### src/logic/sia_map.vh
// constants for the slave I/O image allocator: word counts, bases, kinds
// assumes a single 200 MHz clock and a synchronous active-low reset
// How it works
// - narrow range uses ten words: 4/4/2.
// - wide range uses twenty words: 8/8/4.
// - first family base is 2000 + 10n.
// - second family base splits at unit ten.
// - input and output node numbers are independent.
// - narrow range accepts nodes 0 to 7.
// - wide range accepts nodes 0 to 15.
// - sixteen points take an aligned node pair.
// - 8-in/8-out slave uses one node both ways.
// - four points use low nibble of slot.
// - 4-in/4-out slave uses same nibble both ways.
// - thirty-two points take four slots, pair aligned.
// - 16-in/16-out slave takes pair both ways.
// - analog spans 8/6 slots, pair aligned.
// - span past allocation refused, link indicator off.
// - active flag set once node participates.
// - restart and power-up clear all flags.
// - active flag stays set after dropout.
// - error flag set on dropout of an active node, cleared by rejoin.
`ifndef SIA_MAP_VH
`define SIA_MAP_VH

`define SIA_BASE_F0      16'h07D0
`define SIA_BASE_F1_LO   16'h0064
`define SIA_BASE_F1_HI   16'h0190
`define SIA_UNIT_STRIDE  16'h000A
`define SIA_UNIT_SPLIT   4'hA

`define SIA_WORDS_NARROW 5'h0A
`define SIA_WORDS_WIDE   5'h14
`define SIA_DATA_NARROW  16'h0004
`define SIA_DATA_WIDE    16'h0008
`define SIA_NODES_NARROW 5'h08
`define SIA_NODES_WIDE   5'h10

`define SIA_KIND_P4      3'h0
`define SIA_KIND_P8      3'h1
`define SIA_KIND_P16     3'h2
`define SIA_KIND_P32     3'h3
`define SIA_KIND_A48     3'h4
`define SIA_KIND_A64     3'h5

`define SIA_SLOTS_1      4'h1
`define SIA_SLOTS_2      4'h2
`define SIA_SLOTS_4      4'h4
`define SIA_SLOTS_6      4'h6
`define SIA_SLOTS_8      4'h8
`define SIA_SLOTS_NONE   4'h0

`define SIA_MASK_NIB_LO  16'h000F
`define SIA_MASK_NIB_HI  16'h0F00
`define SIA_MASK_BYTE_LO 16'h00FF
`define SIA_MASK_BYTE_HI 16'hFF00
`define SIA_MASK_WORD    16'hFFFF

`define SIA_SYNC_BITS    6

`endif

### src/logic/sia_base_calc.v
// first image word from the unit number and the host family
// assumes settings already synchronised to the clock
`timescale 1ns/1ps
`include "sia_map.vh"
module sia_base_calc (
  // settings
  input  wire        family_sel,
  input  wire [3:0]  unit_num,
  // result
  output reg  [15:0] base_word
);

  wire [15:0] unit_w = {12'h000, unit_num};

  always @* begin
    if (!family_sel) begin
      base_word = `SIA_BASE_F0 + unit_w * `SIA_UNIT_STRIDE;
    end else if (unit_num < `SIA_UNIT_SPLIT) begin
      base_word = `SIA_BASE_F1_LO + unit_w * `SIA_UNIT_STRIDE;
    end else begin
      base_word = `SIA_BASE_F1_HI + (unit_w - {12'h000, `SIA_UNIT_SPLIT}) * `SIA_UNIT_STRIDE;
    end
  end

endmodule

### src/logic/sia_span_calc.v
// node span of one slave: first slot, slot count, fit, first-word bit mask
// assumes node and kind stable while the caller samples the result
`timescale 1ns/1ps
`include "sia_map.vh"
module sia_span_calc (
  // request
  input  wire [3:0]  node,
  input  wire [2:0]  kind,
  input  wire        wide,
  // result
  output reg  [3:0]  start_slot,
  output reg  [3:0]  slots,
  output reg  [15:0] first_mask,
  output wire        fits
);

  wire [4:0] limit = wide ? `SIA_NODES_WIDE : `SIA_NODES_NARROW;
  wire [4:0] span_end = {1'b0, start_slot} + {1'b0, slots};

  always @* begin
    case (kind)
      `SIA_KIND_P4:  slots = `SIA_SLOTS_1;
      `SIA_KIND_P8:  slots = `SIA_SLOTS_1;
      `SIA_KIND_P16: slots = `SIA_SLOTS_2;
      `SIA_KIND_P32: slots = `SIA_SLOTS_4;
      `SIA_KIND_A48: slots = `SIA_SLOTS_6;
      `SIA_KIND_A64: slots = `SIA_SLOTS_8;
      default:       slots = `SIA_SLOTS_NONE;
    endcase
    // multi-slot spans start on the even node of the pair
    if (slots == `SIA_SLOTS_1) begin
      start_slot = node;
    end else begin
      start_slot = {node[3:1], 1'b0};
    end
    if (kind == `SIA_KIND_P4) begin
      first_mask = node[0] ? `SIA_MASK_NIB_HI : `SIA_MASK_NIB_LO;
    end else if (kind == `SIA_KIND_P8) begin
      first_mask = node[0] ? `SIA_MASK_BYTE_HI : `SIA_MASK_BYTE_LO;
    end else begin
      first_mask = `SIA_MASK_WORD;
    end
  end

  assign fits = (slots != `SIA_SLOTS_NONE) && (span_end <= limit);

endmodule

### src/logic/sia_image_alloc.v
// slave I/O image allocator: maps slaves onto image words, keeps node flags
// assumes join/drop/restart come from same-clock logic; switches are asynchronous
`timescale 1ns/1ps
`include "sia_map.vh"
module sia_image_alloc (
  // clock and reset
  input  wire        ref_clk,
  input  wire        rstn,
  // switch settings
  input  wire        node_range_wide,
  input  wire        host_family_sel,
  input  wire [3:0]  unit_num,
  // slave join request
  input  wire        join_valid,
  input  wire [3:0]  join_node,
  input  wire [2:0]  join_kind,
  input  wire        join_has_out,
  input  wire        join_has_in,
  // slave dropout event
  input  wire        drop_valid,
  input  wire [3:0]  drop_node,
  input  wire        drop_is_in,
  // restart
  input  wire        restart,
  // image layout
  output reg  [15:0] base_word_r,
  output reg  [4:0]  word_count_r,
  output reg  [15:0] in_area_word_r,
  output reg  [15:0] stat_area_word_r,
  // join result
  output reg         map_valid_r,
  output reg         map_refused_r,
  output reg  [15:0] map_out_word_r,
  output reg  [15:0] map_in_word_r,
  output reg  [15:0] map_mask_r,
  output reg  [3:0]  map_slots_r,
  // node status
  output reg  [15:0] active_out_r,
  output reg  [15:0] active_in_r,
  output reg  [15:0] err_out_r,
  output reg  [15:0] err_in_r,
  output reg         link_ok_indicator
);

  // switch synchronisers
  wire [`SIA_SYNC_BITS-1:0] sw_raw = {node_range_wide, host_family_sel, unit_num};
  wire [`SIA_SYNC_BITS-1:0] sw_s;
  genvar g;
  generate
    for (g = 0; g < `SIA_SYNC_BITS; g = g + 1) begin : g_sync
      reg s1_r;
      reg s2_r;
      always @(posedge ref_clk) begin
        if (!rstn) begin
          s1_r <= 1'b0;
          s2_r <= 1'b0;
        end else begin
          s1_r <= sw_raw[g];
          s2_r <= s1_r;
        end
      end
      assign sw_s[g] = s2_r;
    end
  endgenerate

  wire       wide_s   = sw_s[5];
  wire       family_s = sw_s[4];
  wire [3:0] unit_s   = sw_s[3:0];

  wire [15:0] base_word;
  wire [3:0]  start_slot;
  wire [3:0]  slots;
  wire [15:0] first_mask;
  wire        fits;

  sia_base_calc u_base (
    .family_sel (family_s),
    .unit_num   (unit_s),
    .base_word  (base_word)
  );

  sia_span_calc u_span (
    .node       (join_node),
    .kind       (join_kind),
    .wide       (wide_s),
    .start_slot (start_slot),
    .slots      (slots),
    .first_mask (first_mask),
    .fits       (fits)
  );

  // area sizes for the current range setting
  wire [15:0] data_words = wide_s ? `SIA_DATA_WIDE : `SIA_DATA_NARROW;
  wire [4:0]  words_nxt  = wide_s ? `SIA_WORDS_WIDE : `SIA_WORDS_NARROW;
  wire [15:0] slot_word  = {13'h0000, start_slot[3:1]};
  wire [15:0] in_base    = base_word + data_words;
  wire [15:0] stat_base  = in_base + data_words;

  wire any_dir  = join_has_out | join_has_in;
  wire accept   = join_valid & fits & any_dir;
  wire refuse   = join_valid & ~accept;

  // per-direction one-hot node decodes; directions never share flags
  wire [15:0] join_dec = 16'h0001 << join_node;
  wire [15:0] drop_dec = 16'h0001 << drop_node;
  wire [15:0] set_ao   = (accept & join_has_out) ? join_dec : 16'h0000;
  wire [15:0] set_ai   = (accept & join_has_in)  ? join_dec : 16'h0000;
  wire [15:0] drop_o   = (drop_valid & ~drop_is_in) ? drop_dec : 16'h0000;
  wire [15:0] drop_i   = (drop_valid &  drop_is_in) ? drop_dec : 16'h0000;

  // image layout follows the synchronised switches
  always @(posedge ref_clk) begin
    if (!rstn) begin
      base_word_r      <= 16'h0000;
      word_count_r     <= 5'h00;
      in_area_word_r   <= 16'h0000;
      stat_area_word_r <= 16'h0000;
    end else begin
      base_word_r      <= base_word;
      word_count_r     <= words_nxt;
      in_area_word_r   <= in_base;
      stat_area_word_r <= stat_base;
    end
  end

  // join result, one pulse per request
  always @(posedge ref_clk) begin
    if (!rstn) begin
      map_valid_r    <= 1'b0;
      map_refused_r  <= 1'b0;
      map_out_word_r <= 16'h0000;
      map_in_word_r  <= 16'h0000;
      map_mask_r     <= 16'h0000;
      map_slots_r    <= 4'h0;
    end else begin
      map_valid_r   <= accept;
      map_refused_r <= refuse;
      if (accept) begin
        // same word positions in both areas for mixed slaves
        map_out_word_r <= base_word + slot_word;
        map_in_word_r  <= in_base + slot_word;
        map_mask_r     <= first_mask;
        map_slots_r    <= slots;
      end
    end
  end

  // node flags: active is sticky, error follows dropout, set beats clear
  always @(posedge ref_clk) begin
    if (!rstn || restart) begin
      active_out_r <= 16'h0000;
      active_in_r  <= 16'h0000;
      err_out_r    <= 16'h0000;
      err_in_r     <= 16'h0000;
    end else begin
      active_out_r <= active_out_r | set_ao;
      active_in_r  <= active_in_r | set_ai;
      err_out_r    <= (err_out_r & ~set_ao) | (drop_o & (active_out_r | set_ao));
      err_in_r     <= (err_in_r & ~set_ai) | (drop_i & (active_in_r | set_ai));
    end
  end

  // link indicator: lit by an accepted slave, dark after a refusal
  always @(posedge ref_clk) begin
    if (!rstn || restart) begin
      link_ok_indicator <= 1'b0;
    end else if (refuse) begin
      link_ok_indicator <= 1'b0;
    end else if (accept) begin
      link_ok_indicator <= 1'b1;
    end
  end

endmodule

### config.mk
export PLATFORM = sky130hd
export DESIGN_NAME = sia_image_alloc
export DESIGN_NICKNAME = d
export VERILOG_FILES = /design/src/logic/sia_base_calc.v /design/src/logic/sia_span_calc.v /design/src/logic/sia_image_alloc.v
export VERILOG_INCLUDE_DIRS = /design/src /design/src/logic
export SDC_FILE = /design/constraint.sdc
export NUM_CORES = 1
export LEC_CHECK = 0
export BUFFER_PORTS_ARGS = -buffer_cell sky130_fd_sc_hd__buf_4
export CAP_MARGIN = 20
export CORE_ASPECT_RATIO = 0.5
export CORE_MARGIN = 1.5
export CORE_UTILIZATION = 55
export CTS_CLUSTER_DIAMETER = 150
export DETAILED_ROUTE_END_ITERATION = 10
export GPL_TIMING_DRIVEN = 0
export HOLD_SLACK_MARGIN = 0.08
export MAX_ROUTING_LAYER = met4
export PLACE_DENSITY = 0.85
export SYNTH_ARGS = -nofsm -noshare
export SYNTH_HDL_FRONTEND = slang
export SYNTH_HIERARCHICAL = 1
export SYNTH_SLANG_ARGS = --single-unit
export TNS_END_PERCENT = 100
### constraint.sdc
create_clock -name ref_clk -period 6.1 [get_ports ref_clk]
set_input_delay 0.305 -clock ref_clk [delete_from_list [all_inputs] [get_ports ref_clk]]
set_output_delay 0.305 -clock ref_clk [all_outputs]
set_load 0.005 [all_outputs]
==> metrics.cfg <==
[run_status]
outcome = finished clean

[setup_path]
path_class = reg2reg
cp-end-kind = flip-flop
r2r_slack_ps = 490
rr_startpoint = g_sync[1].s2_r$_SDFF_PN0_
rr_worst_depth = 21
cp.required_ps = 6410
arrival_ps = 5920
rr_endpoint = stat_area_word_r[15]$_SDFF_PN0_
cp-start-kind = flip-flop
worstPathMaxFanout = 7

[synthesis]
synth_edf_count = 0
yosysWarnings = 6
yosysSeqAreaShare_pct = 40.8
yosysTopAreaCell = dfxtp_1
synthDistinctLibCells = 87
syn-num-nets = 1086
syn_inst = 1021
synthTopCellsByCount = dfxtp_1 (175), nor2_1 (126), nand2_1 (122)
synth.area.top_cells = dfxtp_1 (41%), a21oi_1 (6.8%), nor2_1 (5.5%), nand2_1 (5.3%), ha_1 (5.1%)
ys.flop_type = dfxtp_1
synth-seq-cells = 175
async_reset_ff_share_pct = 0
synth_area_per_cell_um2 = 8.41
synth.most_common_cell = dfxtp_1
yosysTopAreaCellShare_pct = 40.8
netlist_area_um2 = 8580

[worst_hold_path]
hold_end = g_sync[5].s1_r$_SDFF_PN0_
hp-start = node_range_wide
hp-class = in2reg
whs_path_depth = 2

[finish]
ff_latch_area_um2 = 3500
n_antenna_cell = 0
finish.instance_area_um2 = 10900
drive_gt1_share_pct = 24.2
multi_input_area_um2 = 4490
n_fill_cell = 1242
final_nets = 1303
area_growth_pct = 27.0

[pwr]
p_leak_nw = 4.57
cellPowerDensity_nw_per_um2 = 263
p_seq_share_pct = 42.8
power.switching_uw = 841
clkPwrFrac_pct = 37.6
power_frac_comb_pct = 19.6
peakVddDrop_v = 0.000196
switching_share_pct = 29.3
p_int_mw = 2.02

[clock_network]
path_clk_slew_ps = 70
cts_tree = yes
ctsResizeCount = 0
insertion_delay_ps = 430
postCtsHoldBufs = 4
cts_buffers = 17
cts.sinks = 175
cts_root_buf = clkbuf_16
post-cts-setup-buffers = 0
cts_buffer_depth = 2
htreeDepth = 4

[global_routing]
grt_pass1_wl_um = 40000
grt_pass1_vias = 7938
antenna_found_initial = 0
gr-total-overflow = 0
track_usage_pct = 31.4
grt_max_degree = 17

[place]
port-buffer-count = 193
place_congestion = 0.958
place_area_um2 = 10300
dp_hpwl_um = 18500

[detailed_routing]
dr_wl_met2_um = 11900
routed_via_density = 5.61
final_antenna_net_count = 0
drt_iter0_markers = 597
wl_met1_um = 10500
wl_met3_um = 1950
wl_um = 24900
top_layer = met4
drc = 0
vias = 8157
drt_first_pass_iters = 5
wl_per_cell_um = 17.1

[floorplan]
num_rows = 32
start_util_pct = 56.0
design.core.area_um2 = 15300
die_w_um = 180
die_area_um2 = 16400
die_h_um = 91.3
pin_count = 197

[sta]
max_freq_ghz = 0.178
finalHoldViolations = 0
finalSetupTns_ps = 0
rsz0062_at_grt = no
period_share_pct = 92.0
clock_skew_ps = 9.21
relSlewSlack_pct = 28.5
finalSetupViolations = 0
slew_violations = 0
period_needed_ps = 5610
tightestPinTransition_ps = 1070
hold_ws_ps = 91.1

[job]
drv_cap = 0

==> cells by family after synthesis <==
family	after synthesis	synth area share, %
and+or+nand+nor	415	23.5
xor gates and xnor gates	58	6.62
AOI/OAI and AO/OA	211	15.5
muxes	3	0.379
adders and majority gates	40	6.27
buffers and inverters	117	6.87
DFF	175	40.8
other	2	0.0875
==> how the worst max path moves through the flow <==
stage | from | to
after detailed placement | g_sync[1].s2_r$_SDFF_PN0_ | stat_area_word_r[15]$_SDFF_PN0_
after floorplan | g_sync[1].s2_r$_SDFF_PN0_ | map_in_word_r[14]$_SDFFE_PN0P_
after global placement | g_sync[1].s2_r$_SDFF_PN0_ | stat_area_word_r[15]$_SDFF_PN0_
after global routing | g_sync[1].s2_r$_SDFF_PN0_ | stat_area_word_r[15]$_SDFF_PN0_
after CTS | g_sync[1].s2_r$_SDFF_PN0_ | stat_area_word_r[15]$_SDFF_PN0_
final | g_sync[1].s2_r$_SDFF_PN0_ | stat_area_word_r[15]$_SDFF_PN0_
==> metrics by stage <==
| step | total power, mW | setup WS, ps | utilization, % | std cells |
|---|---|---|---|---|
| final | 2.86 | 487 | 71.1 | 1454 |
| after global routing | 2.98 | 154 | 71.1 | 1454 |
| after CTS | 2.87 | 572 | 71.1 | 1453 |
| after detailed placement | 1.80 | 610 | 67.1 | 1418 |
| after global placement | 1.78 | 709 | 67.1 | 1418 |
| after floorplan | 1.60 | 1280 | - | 1021 |
==> cell type report <==
| class | count | share of cell area [%] |
|---|---|---|
| Buffer | 86 | 4.34 |
| Clock buffer | 19 | 4.06 |
| Clock inverter | 12 | 1.17 |
| Inverter | 31 | 1.07 |
| Multi-Input combinational cell | 729 | 41.2 |
| Sequential cell | 175 | 32.1 |
| Tap cell | 204 | 2.34 |
| Timing Repair Buffer | 198 | 13.7 |
==> power by group through the flow <==
stage                     registers (mW)  logic, mW  clock network, mW
after floorplan                     1.25      0.348                  0
after global placement              1.25      0.533                  0
after detailed placement            1.25      0.546                  0
after CTS                           1.23      0.553               1.09
after global routing                1.23      0.613               1.13
final                               1.23      0.560               1.08
==> flip-flops by register name (all words and copies together), names as in the netlist, 16 cells and up <==
name and cells:
map_mask_r 16, err_out_r 16, active_in_r 16, map_out_word_r 16, active_out_r 16, err_in_r 16
base_word_r 16
==> worst max-delay path, cell delays in order, from the launching register on <==
cell and delay (ps):
dfxtp_1 480, inv_1 100, ha_1 200, inv_1 60, ha_1 270, ha_1 290, ha_1 240, fa_1 450
a21o_1 230, nand2_1 140, ha_1 270, nand2b_1 110, a21oi_1 70, nor3_1 300, xnor2_1 110, nor2_1 530
nand4_1 240, nor3_1 260, xnor2_1 230, nand4b_1 320, nor3_1 220, mux2_1 360
==> cells in the final DEF (no fill, tap or decap), types with 5 or more instances in the layout <==
cell type / Yosys / routed
fa_1: 5 / 5
nand2b_1: 10 / 10
nand2_1: 122 / 122
nor3_1: 42 / 42
clkbuf_16: 0 / 17
buf_4: 28 / 221
a21o_1: 9 / 9
ha_1: 35 / 35
dfxtp_1: 175 / 175
buf_1: 9 / 9
clkbuf_1: 33 / 34
a31oi_1: 6 / 6
o21ai_0: 19 / 19
buf_2: 10 / 11
nor3b_1: 5 / 5
nor2_1: 126 / 126
xor2_1: 23 / 23
a211oi_1: 13 / 13
and2_1: 31 / 31
nor2b_1: 7 / 7
nand3_1: 18 / 18
o211ai_1: 7 / 7
and3_1: 10 / 10
xnor2_1: 30 / 30
a21oi_1: 116 / 116
nand4_1: 9 / 9
inv_1: 30 / 30
==> per-layer routing <==
metal  vias up  track usage [%]
li1       3888                -
met2       335             51.5
met5         -                -
met3        61             7.46
met1      3873             38.1
met4         0             11.0
(Power assumes the default switching activity.)
